--- src/ulpd_pkg.sv ---
package ulpd_pkg;
  // Register byte addresses (printed offsets are multiples of four)
  localparam logic [31:0] ULPD_ADDR_DIV_LOW  = 32'h5000_1120;
  localparam logic [31:0] ULPD_ADDR_DIV_HIGH = 32'h5000_1124;
  // Own control register holding the divisor-latch access bit
  localparam logic [31:0] ULPD_ADDR_LINE_CTL = 32'h5000_1180;
  localparam int          ULPD_LATCH_BIT     = 7;
  localparam int          ULPD_BYTE_W        = 8;
  localparam int          ULPD_REG_W         = 16;
  localparam int          ULPD_DIV_W         = 16;
  localparam int          ULPD_OVS_W         = 4;
  localparam logic [7:0]  ULPD_BYTE_RESET    = 8'h00;
  localparam logic [15:0] ULPD_DIV_ZERO      = 16'h0000;
  localparam logic [15:0] ULPD_DIV_ONE       = 16'h0001;
  localparam logic [3:0]  ULPD_OVS_LAST      = 4'hf;
  localparam logic [3:0]  ULPD_OVS_ZERO      = 4'h0;
  localparam logic [3:0]  ULPD_OVS_ONE       = 4'h1;
  // Shortest accepted pulse, in low-power baud ticks
  localparam logic [3:0]  ULPD_MIN_TICKS     = 4'h1;
endpackage : ulpd_pkg

--- src/ulpd_divisor.sv ---
// What this block does
// - Divisor is sixteen bits in two bytes
// - Divisor access only while latch bit set
// - Clock is serial clock over sixteen-times divisor
// - Receiver detects minimum pulses with this clock
// - Zero divisor stops clock and detection
//
// Added by the designer: the strobed register port.
`timescale 1ns/1ns
module ulpd_divisor
  import ulpd_pkg::*;
#(
  parameter int DIV_W = ULPD_DIV_W
) (
  // Clock and reset
  input  wire logic        clk_sys,
  input  wire logic        sys_rst,
  // Register port
  input  wire logic [31:0] reg_addr,
  input  wire logic [31:0] reg_wdata,
  input  wire logic        reg_wr,
  input  wire logic        reg_rd,
  output logic [31:0]      reg_rdata,
  // Infrared receive pin, active high pulse
  input  wire logic        ir_rx,
  // Low-power baud tick and detected pulse
  output logic             lp_baud_tick,
  output logic             lp_pulse_seen
);
  typedef struct packed {
    logic [ULPD_BYTE_W-1:0] lp_div_low_half;
    logic [ULPD_BYTE_W-1:0] lp_div_high_half;
    logic                   divisor_latch_access;
    logic [DIV_W-1:0]       div_cnt;
    logic [ULPD_OVS_W-1:0]  ovs_cnt;
    logic                   tick;
    logic                   rx_prev;
    logic [ULPD_OVS_W-1:0]  pulse_ticks;
    logic                   pulse_seen;
    logic [31:0]            rdata;
  } ulpd_state_t;

  ulpd_state_t st;
  ulpd_state_t next_st;
  logic        rx_sync;
  logic [DIV_W-1:0] divisor;
  logic        div_on;
  // Register decode and divider wrap points
  logic        hit_ctl;
  logic        hit_low;
  logic        hit_high;
  logic        wr_low_open;
  logic        wr_high_open;
  logic        rd_low_open;
  logic        div_wrap;
  logic        ovs_wrap;
  logic        rx_fall;

  ulpd_sync u_rx_sync (
    .clk_sys  (clk_sys),
    .sys_rst  (sys_rst),
    .async_in (ir_rx),
    .sync_out (rx_sync)
  );

  assign divisor = {st.lp_div_high_half, st.lp_div_low_half};
  assign div_on  = (divisor != ULPD_DIV_ZERO);
  // Full address compare, so aliases of the divisor halves stay unmapped
  assign hit_ctl      = (reg_addr == ULPD_ADDR_LINE_CTL);
  assign hit_low      = (reg_addr == ULPD_ADDR_DIV_LOW);
  assign hit_high     = (reg_addr == ULPD_ADDR_DIV_HIGH);
  assign wr_low_open  = reg_wr && st.divisor_latch_access && hit_low;
  assign wr_high_open = reg_wr && st.divisor_latch_access && hit_high;
  assign rd_low_open  = reg_rd && st.divisor_latch_access && hit_low;
  assign div_wrap     = div_on && (st.div_cnt >= divisor - DIV_W'(ULPD_DIV_ONE));
  assign ovs_wrap     = div_wrap && (st.ovs_cnt == ULPD_OVS_LAST);
  assign rx_fall      = st.rx_prev && !rx_sync;

  always_comb begin
    next_st       = st;
    next_st.tick  = 1'b0;
    next_st.rdata = '0;
    // Line control bit is always reachable, it opens the divisor window
    if (reg_wr && hit_ctl) begin
      next_st.divisor_latch_access = reg_wdata[ULPD_LATCH_BIT];
    end
    if (wr_low_open) begin
      next_st.lp_div_low_half = reg_wdata[ULPD_BYTE_W-1:0];
    end
    if (wr_high_open) begin
      next_st.lp_div_high_half = reg_wdata[ULPD_BYTE_W-1:0];
    end
    if (reg_rd) begin
      if (reg_addr == ULPD_ADDR_LINE_CTL) begin
        next_st.rdata[ULPD_LATCH_BIT] = st.divisor_latch_access;
      end else if (st.divisor_latch_access && reg_addr == ULPD_ADDR_DIV_LOW) begin
        next_st.rdata[ULPD_BYTE_W-1:0] = st.lp_div_low_half;
      end else if (st.divisor_latch_access && reg_addr == ULPD_ADDR_DIV_HIGH) begin
        next_st.rdata[ULPD_BYTE_W-1:0] = st.lp_div_high_half;
      end
    end
    if (!div_on) begin
      next_st.div_cnt = ULPD_DIV_ZERO;
      next_st.ovs_cnt = ULPD_OVS_ZERO;
    end else if (div_wrap) begin
      // The >= in the wrap test also recovers when the divisor shrinks under a running count
      next_st.div_cnt = ULPD_DIV_ZERO;
      next_st.ovs_cnt = st.ovs_cnt + ULPD_OVS_ONE;
      if (ovs_wrap) begin
        next_st.tick = 1'b1;
      end
    end else begin
      next_st.div_cnt = st.div_cnt + ULPD_DIV_ONE;
    end
    // no detection when off
    // Width saturates at fifteen ticks, a longer pulse still counts once
    next_st.rx_prev    = rx_sync;
    next_st.pulse_seen = 1'b0;
    if (!div_on || !rx_sync) begin
      next_st.pulse_ticks = ULPD_OVS_ZERO;
    end else if (st.tick && st.pulse_ticks != ULPD_OVS_LAST) begin
      next_st.pulse_ticks = st.pulse_ticks + ULPD_MIN_TICKS;
    end
    if (div_on && rx_fall && st.pulse_ticks >= ULPD_MIN_TICKS) begin
      next_st.pulse_seen = 1'b1;
    end
  end

  always_ff @(posedge clk_sys or posedge sys_rst) begin
    if (sys_rst) begin
      st <= '0;
    end else begin
      st <= next_st;
    end
  end

  assign reg_rdata     = st.rdata;
  assign lp_baud_tick  = st.tick;
  assign lp_pulse_seen = st.pulse_seen;

  // Checks
  zero_stops_tick_a: assert property (@(posedge clk_sys) disable iff (sys_rst)
    !div_on |=> !lp_baud_tick) else $error("tick with zero divisor");
  zero_no_pulse_a: assert property (@(posedge clk_sys) disable iff (sys_rst)
    !div_on |=> !lp_pulse_seen) else $error("pulse with zero divisor");
  closed_write_a: assert property (@(posedge clk_sys) disable iff (sys_rst)
    (reg_wr && !st.divisor_latch_access) |=> $stable(divisor)) else $error("closed write changed divisor");
  closed_read_a: assert property (@(posedge clk_sys) disable iff (sys_rst)
    (reg_rd && !st.divisor_latch_access && reg_addr == ULPD_ADDR_DIV_LOW) |=> reg_rdata == '0)
    else $error("closed read returned data");
  reserved_zero_a: assert property (@(posedge clk_sys) disable iff (sys_rst)
    reg_rdata[31:ULPD_BYTE_W] == '0) else $error("reserved bits nonzero");
  open_write_a: assert property (@(posedge clk_sys) disable iff (sys_rst)
    (reg_wr && st.divisor_latch_access && reg_addr == ULPD_ADDR_DIV_HIGH)
    |=> st.lp_div_high_half == $past(reg_wdata[ULPD_BYTE_W-1:0])) else $error("high byte not stored");
  div_one_rate_a: assert property (@(posedge clk_sys) disable iff (sys_rst)
    (lp_baud_tick && divisor == ULPD_DIV_ONE && $stable(divisor)) |=> !lp_baud_tick [*8])
    else $error("tick spacing too short");
  pulse_cause_a: assert property (@(posedge clk_sys) disable iff (sys_rst)
    lp_pulse_seen |-> $past(st.pulse_ticks) != ULPD_OVS_ZERO) else $error("pulse too short");

  // Register bus
  latch_write_a: assert property (@(posedge clk_sys) disable iff (sys_rst)
    (reg_wr && hit_ctl) |=> st.divisor_latch_access == $past(reg_wdata[ULPD_LATCH_BIT]))
    else $error("latch bit not stored");
  open_low_write_a: assert property (@(posedge clk_sys) disable iff (sys_rst)
    wr_low_open |=> st.lp_div_low_half == $past(reg_wdata[ULPD_BYTE_W-1:0]))
    else $error("low byte not stored");
  open_low_read_a: assert property (@(posedge clk_sys) disable iff (sys_rst)
    rd_low_open |=> reg_rdata[ULPD_BYTE_W-1:0] == $past(st.lp_div_low_half))
    else $error("low byte read wrong");
  open_high_read_a: assert property (@(posedge clk_sys) disable iff (sys_rst)
    (reg_rd && st.divisor_latch_access && hit_high)
    |=> reg_rdata[ULPD_BYTE_W-1:0] == $past(st.lp_div_high_half))
    else $error("high byte read wrong");
  closed_high_read_a: assert property (@(posedge clk_sys) disable iff (sys_rst)
    (reg_rd && !st.divisor_latch_access && hit_high) |=> reg_rdata == '0)
    else $error("closed high read returned data");
  idle_read_zero_a: assert property (@(posedge clk_sys) disable iff (sys_rst)
    !reg_rd |=> reg_rdata == '0)
    else $error("read data without a read");
  // Divider
  count_bound_a: assert property (@(posedge clk_sys) disable iff (sys_rst)
    (div_on && $stable(divisor)) |-> st.div_cnt < divisor)
    else $error("divider count out of range");
  ovs_step_a: assert property (@(posedge clk_sys) disable iff (sys_rst)
    div_wrap |=> st.ovs_cnt == $past(st.ovs_cnt) + ULPD_OVS_ONE)
    else $error("oversample count did not step");
  tick_single_a: assert property (@(posedge clk_sys) disable iff (sys_rst)
    lp_baud_tick |=> !lp_baud_tick)
    else $error("tick longer than one cycle");
  zero_clears_count_a: assert property (@(posedge clk_sys) disable iff (sys_rst)
    !div_on |=> (st.div_cnt == '0 && st.ovs_cnt == '0))
    else $error("divider running with zero divisor");
  // Pulse detector
  pulse_single_a: assert property (@(posedge clk_sys) disable iff (sys_rst)
    lp_pulse_seen |=> !lp_pulse_seen)
    else $error("pulse flag longer than one cycle");
  pulse_on_fall_a: assert property (@(posedge clk_sys) disable iff (sys_rst)
    lp_pulse_seen |-> ($past(st.rx_prev) && !$past(rx_sync)))
    else $error("pulse flag without falling edge");
  zero_clears_width_a: assert property (@(posedge clk_sys) disable iff (sys_rst)
    !div_on |=> st.pulse_ticks == '0)
    else $error("width counted with zero divisor");
  pulse_width_hold_a: assert property (@(posedge clk_sys) disable iff (sys_rst)
    (div_on && rx_sync && !st.tick) |=> st.pulse_ticks == $past(st.pulse_ticks))
    else $error("width moved without a tick");
  pulse_width_step_a: assert property (@(posedge clk_sys) disable iff (sys_rst)
    (div_on && rx_sync && st.tick && st.pulse_ticks != ULPD_OVS_LAST)
    |=> st.pulse_ticks == $past(st.pulse_ticks) + ULPD_MIN_TICKS)
    else $error("width missed a tick");
endmodule : ulpd_divisor

--- src/ulpd_sync.sv ---
`timescale 1ns/1ns
module ulpd_sync
  import ulpd_pkg::*;
(
  // Clock and reset
  input  wire logic clk_sys,
  input  wire logic sys_rst,
  // Asynchronous level in, synchronised level out
  input  wire logic async_in,
  output logic      sync_out
);
  typedef struct packed {
    logic stage1;
    logic stage2;
  } ulpd_sync_t;
  ulpd_sync_t st;
  ulpd_sync_t next_st;

  always_comb begin
    next_st.stage1 = async_in;
    next_st.stage2 = st.stage1;
  end

  always_ff @(posedge clk_sys or posedge sys_rst) begin
    if (sys_rst) begin
      st <= '0;
    end else begin
      st <= next_st;
    end
  end

  assign sync_out = st.stage2;
endmodule : ulpd_sync

--- config.mk ---
export PLATFORM = sky130hd
export DESIGN_NAME = ulpd_divisor
export DESIGN_NICKNAME = d
export VERILOG_FILES = /design/src/ulpd_pkg.sv /design/src/ulpd_divisor.sv /design/src/ulpd_sync.sv
export SDC_FILE = /design/constraint.sdc
export NUM_CORES = 1
export LEC_CHECK = 0
export BUFFER_PORTS_ARGS = -buffer_cell sky130_fd_sc_hd__buf_4
export CORE_MARGIN = 4
export CORE_UTILIZATION = 50
export DETAILED_ROUTE_END_ITERATION = 12
export PLACE_DENSITY = 0.79
export SYNTH_ARGS = -nofsm -noshare
export SYNTH_HDL_FRONTEND = slang
export SYNTH_SLANG_ARGS = --single-unit
--- constraint.sdc ---
create_clock -name clk_sys -period 4.94 [get_ports clk_sys]
set_input_delay 0.741 -clock clk_sys [delete_from_list [all_inputs] [get_ports clk_sys]]
set_output_delay 0.741 -clock clk_sys [all_outputs]
set_load 0.02 [all_outputs]
**Yosys cells after proc, flatten, opt, wreduce, memory -nomap -nowiden**

Cells that the tools add are included.

- Flip-flop bits (word level): 54
- ROM bits: 0
- Latch bits: 0
- Word-level logic and storage cells: 54
- Memory bits (writable): 0
- Memories: 0
- Output and inout port bits: 34
- Bits of input ports: 69

- Equal/unequal tests: 6
- Reductions and logical operators: 17
- Muxes and demuxes: 13
- Bitwise operators: 0
- Add/subtract/negate cells: 4
- $lt $le $gt $ge: 2
- $mul: 0
- Div/mod/pow operators: 0
- Shift operators: 0

Operator list:

| kind | number |
|---|---|
| 32-bit by 31-bit equality test with 1-bit output, second input constant | 3 |
| 8-bit 2-to-1 mux | 3 |
| 20-bit 2-to-1 mux | 1 |
| 16-bit by 1-bit adder with 16-bit output, second input constant | 1 |
| 16-bit >= comparator | 1 |
| 16-bit 2-to-1 mux | 1 |
| 16-bit nonzero test | 1 |
| 16-bit by 1-bit subtractor with 16-bit output, second input constant | 1 |
| 1-bit logical AND | 12 |
| 4-bit by 1-bit adder with 4-bit output, second input constant | 2 |
| 4-bit 2-to-1 mux | 2 |
| 7-bit 2-to-1 mux | 1 |
| 5-bit 2-to-1 mux | 1 |
| 4-bit equality test, second input constant | 1 |
| 4-bit by 1-bit >= comparator with 1-bit output, second input constant | 1 |
| 1-bit 2-to-1 mux | 4 |
| 4-bit inequality test, second input constant | 1 |
| 1-bit zero test | 2 |
| 2-bit by 1-bit inequality test with 1-bit output, second input constant | 1 |
| 2-bit nonzero test | 1 |
| 1-bit logical OR | 1 |

**Logic depth before layout (Yosys ltp)**

Gate-level depths: netlist of the first run.

- Depth after elaboration: 7
- Mapped depth: 16

**Modules after synthesis**

A second synthesis of the first run with hierarchy kept.

- Cell total of the unflattened synthesis: 330
- Area, all modules: 3266.9 um^2

By module, submodules not included:

| module | cells an instance | times used | sequential area each (um^2) | area an instance (um^2) |
|---|---|---|---|---|
| ulpd_divisor | 327 | 1 | 1301.2 | 3213.1 |
| ulpd_sync | 3 | 1 | 50.0 | 53.8 |

**Least setup slack after synthesis of the first run**

Ideal clock, no wire load.

- Path type: register -> register
- Start point: register st (netlist bit divisor[4])
- End point: register st[42] (netlist bit)
- Slack: 1745 ps
- Data arrival time: 3118 ps
- Library setup time: 77 ps
- Stages on the path, launching flop included: 15
- Period minus slack after synthesis: 3195 ps
- Cells stage by stage: dfrtp_1 > clkbuf_1 > nor4_1 > nor2b_1 > nand2_1 > nor4_1 > xnor2_1 > ha_1 > nand4_1 > nor3_1 > o311ai_1 > and3_1 > clkbuf_1 > or3_1 > a21oi_1

- Word-level cells in the longest chain between the ends: 4

RTL lines:

| what | line | text |
|---|---|---|
| from (decl) | ulpd_divisor.sv:43 | `ulpd_state_t st;` |
| from (signal assigned) | ulpd_divisor.sv:133 | `st <= next_st;` |
| 16-bit by 1-bit subtractor with 16-bit output | ulpd_divisor.sv:75 | `assign div_wrap = div_on && (st.div_cnt >= divisor - DIV_W'(ULPD_DIV_ONE));` |
| 16-bit >= comparator | ulpd_divisor.sv:75 |  |
| 1-bit logical AND | ulpd_divisor.sv:75 |  |
| 2-bit by 1-bit inequality test with 1-bit output (no source line) | - |  |

Parallel ways exist; a longest one is shown, timed or not.
A chain may end at the register's enable or synchronous reset.

==> results by group, run 1 <==
Timing
  • Final setup viols: 0
  • Worst Tran Pin Value: 1.09 ns
  • Fin. Hold Viols: 0
  • FMAX: 0.258 GHz
  • Max transition margin: 27.0%
  • Crit path time final: 3.87 ns
  • Setup TNS Final: 0 ns
  • RSZ-0062 raised after global routing: false
  • Final Slew Violations: 0
  • Final setup skew: 0.0105 ns
  • Fin worst setup slack: 1.07 ns
  • Final period util: 78.4%

Synth
  • Post-synth EDFFs: 0
  • Synthesized-area fraction occupied by adder cells: 8.82%
  • Top cell type's share of synthesized area: 41.4%
  • Primary FF master, synth: dfrtp_1
  • Compound-Gate Fraction of Synth Area: 5.52%
  • Largest cells by area after synthesis: dfrtp_1, ha_1, buf_4
  • Cell area after synthesis: 3260 µm²
  • XOR/XNOR Fraction of Synth Area: 8.59%
  • Largest area contributor in the netlist: dfrtp_1
  • Synth Instances: 329
  • Synth async-reset ratio: 100%
  • Multiplexer share of the synthesized area: 5.48%
  • Yosys warnings: 0
  • Largest family of logic cells by synthesized area: simple AND/OR/NAND/NOR gates
  • Syn avg cell area: 9.92 µm²
  • Area share of and/or/nand/nor cells after synthesis: 20.8%
  • Seq cells post-synth: 54
  • Sequential fraction of the synthesis area: 41.4%
  • Synth cell types: 43

Detailed routing
  • DR WL/cell: 14.5 µm
  • Vias per inst: 5.27
  • Pre-Repair DR Iteration Count: 4
  • DRT iter0 DRCs: 125
  • Total wire length: 6.56 mm
  • DR vias: 2384
  • # DRC: 0
  • Final ANT Viol Nets: 0

Floorplan
  • Row count: 29
  • DIE HEIGHT: 88.8 µm
  • Core area: 6350 µm²
  • IO Pins: 103
  • DIE WIDTH: 88.8 µm
  • Starting density of the core: 51.4%
  • Die area: 7880 µm²

Worst setup path
  • Critical path type: register to register
  • Worst reg2reg setup slack: 1.07 ns
  • Cell mode on critical path: ha_1
  • CP required: 5.10 ns
  • Critical Path End Type: register
  • Worst-path fanout max: 16
  • Startpoint types: register
  • Crit-path max cell delay: 0.47 ns
  • Crit-path slowest cell: nor3b_1
  • Critical path data arrival time: 4.03 ns
  • Critical-path cell list: inv_1 -> ha_1 -> nor3b_1 -> nand2_1 -> nor4_1 -> xnor2_1 -> ha_1 -> nand4_1 -> nor3_1 -> o311ai_1 -> and3_1 -> nand2b_1 -> nor2_1

Cells and area
  • Ant diodes: 0
  • Commonest non-fill, non-tap cells in the layout: dfrtp_1, buf_4, nor2_1, conb_1, ha_1
  • Share of cells above drive strength 1: 22.1%
  • Final nets: 466
  • Area Growth Syn to Fin: 12.5%

GRT
  • Total gr overflow: 0
  • Initial antenna violation count: 0
  • Largest net degree at the start of global routing: 55
  • GRT Util Overall: 17.6%
  • First-pass GRT wire length: 10.7 mm
  • Vias in the first global route: 2295

Power
  • Peak supply drop: 0.160 mV
  • Power Dens Cells: 206 nW/µm²
  • Static leakage: 0.00182 µW

Outcome
  • Run status: complete, no violations

Placed design
  • Pre-CTS setup slack: 1.11 ns
  • Final HPWL DP: 5.33 mm
  • Port Buffers: 54
  • Gpl congestion: 0.915

Run
  • Max Cap Violations: 0

Clocking
  • Max Root-Sink Buffers: 2
  • # clock sinks: 54
  • CTS Buf Count: 5
  • Hold Buf Count CTS: 0
  • CTS tree: yes
  • CTS H-tree lvls: 2
  • Clk pin slew, worst setup/hold paths: 0.09 ns
  • Worst skew pair latency: 0.31 ns
  • Gates resized, CTS repair: 0
  • Setup bufs post-CTS: 0
  • Clk root buf: clkbuf_8

Worst hold path
  • Hold Crit Class: register to register
-- layer usage --
metal	wire length, µm	part of all wire, %	global-route usage (%)
met5	0	0	0
met2	3260	50	28.8
met1	2950	45	24.1
met4	57	0.87	4.12
met3	294	4.5	3.35
-- flip-flops by register name, summed over array words and instances, names as in the netlist --
name and flops:
st 26, reg_rdata 8, lp_pulse_seen 1, divisor 16
u_rx_sync.sync_out 1, lp_baud_tick 1, u_rx_sync.next_st 1
-- where the power goes --
group	internal, µW	leakage [µW]	switching [µW]
Combinational	25.6	0.00104	34.4
Sequential	443	0.000731	0.988
Clock	113	0.0000482	137
Total	582	0.00182	172
-- path summary, 6_finish.rpt --
path	startpoint	end	depth (start not counted)
setup / recovery	divisor[0]$_DFFE_PP0P_	st[54]$_DFF_PP0_	13
hold / removal	u_rx_sync.next_st[0]$_DFF_PP0_	u_rx_sync.sync_out$_DFF_PP0_	0
setup reg to reg	divisor[0]$_DFFE_PP0P_	st[54]$_DFF_PP0_	13
hold reg to reg	u_rx_sync.next_st[0]$_DFF_PP0_	u_rx_sync.sync_out$_DFF_PP0_	0
max in group asynchronous	sys_rst	st[52]$_DFF_PP0_	2
min in group asynchronous	sys_rst	reg_rdata[5]$_DFF_PP0_	2
-- synth_stat cells (all sizes together), types with 5 or more instances --
library cell / count
nand3: 13
nor3: 5
xor2: 14
nor2: 47
buf: 34
nand2: 21
clkbuf: 5
inv: 8
o21ai: 5
dfrtp: 54
ha: 23
a22oi: 7
xnor2: 18
nor4b: 7
and3: 5
a21oi: 8
nor4: 8
mux2: 15
-- layout make-up --
type                       count  area, µm²
tap                           77       96.3
clock inverter                 1       5.00
multi-input combinational    251       1700
fill                         553       2680
timing repair buffer          54        405
clock buffer                   7       86.3
sequential                    54       1350
inverter                       8       30.0
-- cell families after synthesis --
logic type,Yosys count
buffers and inverters,47
XOR/XNOR,32
flip-flops,54
other,1
multiplexers,16
AND/OR/NAND/NOR,128
AO/OA/AOI/OAI,28
adder cells (fa/ha/maj),23
-- metrics by stage --
step	total power, µW	instances	instance area, µm²	hold slack [ns]	utilization (%)
floorplan	497	352	3350	0.331	-
global placement	512	444	3580	0.336	56.4
detailed placement	514	444	3580	0.343	56.4
CTS	765	452	3670	0.374	57.8
global route	791	452	3670	0.380	57.8
finish	755	452	3670	0.370	57.8
-- worst max-delay path: cells and delay by family (launching register included) --
family | cells | cell delay, ns
and+or+nand+nor | 8 | 2.27
adders and majority gates | 2 | 0.48
DFF | 1 | 0.43
AOI/OAI and AO/OA | 1 | 0.26
buffers and inverters | 1 | 0.14
xor gates and xnor gates | 1 | 0.13
No activity file was read; power rests on OpenSTA's default activity.
==> run 2: changes to the inputs <==
--- a/config.mk
+++ b/config.mk
@@ -7,9 +7,9 @@
 export LEC_CHECK = 0
 export BUFFER_PORTS_ARGS = -buffer_cell sky130_fd_sc_hd__buf_4
 export CORE_MARGIN = 4
-export CORE_UTILIZATION = 50
+export CORE_UTILIZATION = 46
 export DETAILED_ROUTE_END_ITERATION = 12
-export PLACE_DENSITY = 0.79
+export PLACE_DENSITY = 0.76
 export SYNTH_ARGS = -nofsm -noshare
 export SYNTH_HDL_FRONTEND = slang
 export SYNTH_SLANG_ARGS = --single-unit
==> constraint.sdc (replaced) <==
create_clock -name clk_sys -period 3.45 [get_ports clk_sys]
set_input_delay 0.5175 -clock clk_sys [delete_from_list [all_inputs] [get_ports clk_sys]]
set_output_delay 0.5175 -clock clk_sys [all_outputs]
set_load 0.02 [all_outputs]
==> run 2 against run 1 <==
Net effect:
- worst setup slack worse by 0.86 ns
- final area grew 5.0%
- worst hold slack lost 0.049 ns
- die area up 7.9%
- sequential power up 43%
- largest cell class unchanged
- highest routed layer unchanged
==> results by group, run 2 (synthesized netlist as in run 1, its figures left out) <==
Outcome
  • Run status: complete, no violations

Cells and area
  • Number of flip-flops in the largest register: 26 (unchanged)
  • Commonest non-fill, non-tap cells in the layout: buf_4, dfrtp_1, nor2_1, conb_1, ha_1
  • Final nets: 474 (+1.7%)
  • Reg with most FFs: st
  • Ant diodes: 0 (unchanged)
  • Design area: 3860 µm² (+5.0%)
  • Post-Route Utilization: 56.4% (-1.4 points)
  • Most common cell after layout, fill and taps aside: buf_4
  • Area Growth Syn to Fin: 18.2%
  • Share of cells above drive strength 1: 26.4% (+4.2 points)

Worst setup path
  • Startpoint types: register
  • Reg2reg end: st[42]$_DFFE_PP0P_
  • Critical path type: register to register
  • CP startpoint: divisor[4]$_DFFE_PP0P_
  • Worst-path fanout max: 5 (-11)
  • Critical Path End Type: register
  • Worst reg2reg setup slack: 0.21 ns (-0.86 ns)
  • Critical path data arrival time: 3.48 ns (-0.55 ns)
  • R2r startpoint: divisor[4]$_DFFE_PP0P_
  • R2R depth: 12 (-1)
  • CP required: 3.69 ns (-1.41 ns)
  • Crit path to: st[42]$_DFFE_PP0P_

Placed design
  • Final HPWL DP: 5.26 mm (-1.2%)
  • Dpl cell area: 3680 µm² (+2.7%)
  • Gpl congestion: 0.919 (+0.36%)
  • Port Buffers: 54 (unchanged)
  • Pre-CTS setup slack: 0.0942 ns (-1.02 ns)

Detailed routing
  • DR vias: 2424 (+1.7%)
  • Pre-Repair DR Iteration Count: 4 (unchanged)
  • Met1 WL: 2.93 mm (-0.61%)
  • DR WL/cell: 14.1 µm (-2.9%)
  • # DRC: 0 (unchanged)
  • Final ANT Viol Nets: 0 (unchanged)
  • Vias per inst: 5.06 (-4.1%)
  • Metal2 WL: 3.47 mm (+6.4%)
  • Max layer used: met4
  • Total wire length: 6.75 mm (+2.9%)
  • Met3 WL post-DR: 293 µm (-0.34%)
  • DRT iter0 DRCs: 119 (-4.8%)

Power
  • Combinational power share: 7.0% (-1.0 points)
  • Sequential fraction of design power: 51.6% (-7.3 points)
  • Switching share of power: 20.4% (-2.4 points)
  • Static leakage: 0.00190 µW (+4.3%)
  • Power Dens Cells: 320 nW/µm² (+55%)
  • Final Total Pwr: 1230 µW (+63%)
  • Peak supply drop: 0.216 mV (+35%)
  • Clock network power share: 41.4% (+8.2 points)
  • P_int: 981 µW (+68%)
  • Switch Pwr: 252 µW (+46%)

Clocking
  • Max Root-Sink Buffers: 2 (unchanged)
  • Hold Buf Count CTS: 0 (unchanged)
  • # clock sinks: 54 (unchanged)
  • Clk root buf: clkbuf_8
  • Clk pin slew, worst setup/hold paths: 0.09 ns (about the same)
  • CTS Buf Count: 5 (unchanged)
  • Worst skew pair latency: 0.30 ns (about the same)
  • CTS H-tree lvls: 2 (unchanged)
  • CTS tree: yes

GRT
  • Total gr overflow: 0 (unchanged)
  • First-pass GRT wire length: 11.1 mm (+3.3%)
  • Largest net degree at the start of global routing: 55 (unchanged)
  • GRT Util Overall: 16.2% (-1.4 points)
  • Initial antenna violation count: 0 (unchanged)
  • Vias in the first global route: 2319 (+1.0%)

Floorplan
  • Starting density of the core: 47.8% (-3.6 points)
  • DIE WIDTH: 92.2 µm (+3.9%)
  • Core area: 6830 µm² (+7.6%)
  • Row count: 30 (+3.4%)
  • DIE HEIGHT: 92.2 µm (+3.9%)
  • Die area: 8510 µm² (+7.9%)
  • IO Pins: 103 (unchanged)

Timing
  • Crit path time final: 3.24 ns (-0.630 ns)
  • Final setup skew: 0.00686 ns (-0.00361 ns)
  • Final setup viols: 0 (unchanged)
  • Fin worst setup slack: 0.207 ns (-0.860 ns)
  • Worst Tran Pin Value: 1.09 ns (-0.00593 ns)
  • Final Slew Violations: 0 (unchanged)
  • Final period util: 94.0% (+16 points)
  • Max transition margin: 27.4% (+0.40 points)
  • FMAX: 0.308 GHz (+19%)
  • Fin. Hold Viols: 0 (unchanged)

Run
  • Max Cap Violations: 0 (unchanged)

Worst hold path
  • Hold Crit Class: input port to register
[run 2: worst max-delay path, stage by stage, from the launching register on]
cell	delay, ns
dfrtp_1	0.40
nor4_2	0.34
nor2b_2	0.24
nand2_1	0.09
nor4_1	0.30
xnor2_1	0.13
ha_1	0.30
nand4_1	0.16
nor3_2	0.25
o311ai_1	0.19
and3_2	0.30
or3_1	0.35
a21oi_1	0.14
[run 2: how the worst min path moves through the flow]
| stage | start | endpoint | cells past startpoint |
|---|---|---|---|
| 3_3_place_gp | u_rx_sync.next_st[0]$_DFF_PP0_ | u_rx_sync.sync_out$_DFF_PP0_ | 0 |
| 6_report | ir_rx | u_rx_sync.next_st[0]$_DFF_PP0_ | 1 |
| 5_1_grt | ir_rx | u_rx_sync.next_st[0]$_DFF_PP0_ | 1 |
| 4_1_cts | ir_rx | u_rx_sync.next_st[0]$_DFF_PP0_ | 1 |
| 2_1_floorplan | u_rx_sync.next_st[0]$_DFF_PP0_ | u_rx_sync.sync_out$_DFF_PP0_ | 0 |
| 3_5_place_dp | u_rx_sync.next_st[0]$_DFF_PP0_ | u_rx_sync.sync_out$_DFF_PP0_ | 0 |
[run 2: what timing repair did]
action | 4_1_cts | 5_1_grt
buffers inserted | 0 | 0
gates resized for setup | 0 | 9
endpoints found under the hold margin | 0 | 0
endpoints found under the setup margin | 0 | 20
[run 2: final cells by class]
class	count	area, µm²
inverters	8	30.0
flip-flops and latches	54	1350
multi-input cells	251	1730
fillers	599	2980
clock buffers	6	82.6
well taps	96	120
repair buffers	62	478
clock inverters	2	60.1
[run 2: layer usage]
| metal | GRT usage [%] | vias to the layer above |
|---|---|---|
| li1 | - | 1190 |
| met1 | 21.1 | 1172 |
| met2 | 27.6 | 54 |
| met4 | 4.46 | 0 |
| met5 | 0 | - |
| met3 | 2.87 | 8 |
[run 2: stage by stage]
stage / setup TNS [ns] / instances / hold WS [ns]
after floorplan: 0 / 352 / 0.331
after global placement: 0 / 471 / 0.337
after detailed placement: 0 / 471 / 0.338
after CTS: 0 / 479 / 0.317
after global routing: -0.00719 / 479 / 0.309
final: 0 / 479 / 0.321
[run 2: power by group through the flow]
| stage | sequential, µW | clock (µW) | combinational [µW] |
|---|---|---|---|
| after floorplan | 648 | 0 | 63.2 |
| after global placement | 649 | 0 | 85.2 |
| after detailed placement | 649 | 0 | 86.5 |
| after CTS | 636 | 517 | 86.9 |
| after global routing | 637 | 543 | 94.9 |
| final | 636 | 510 | 86.3 |
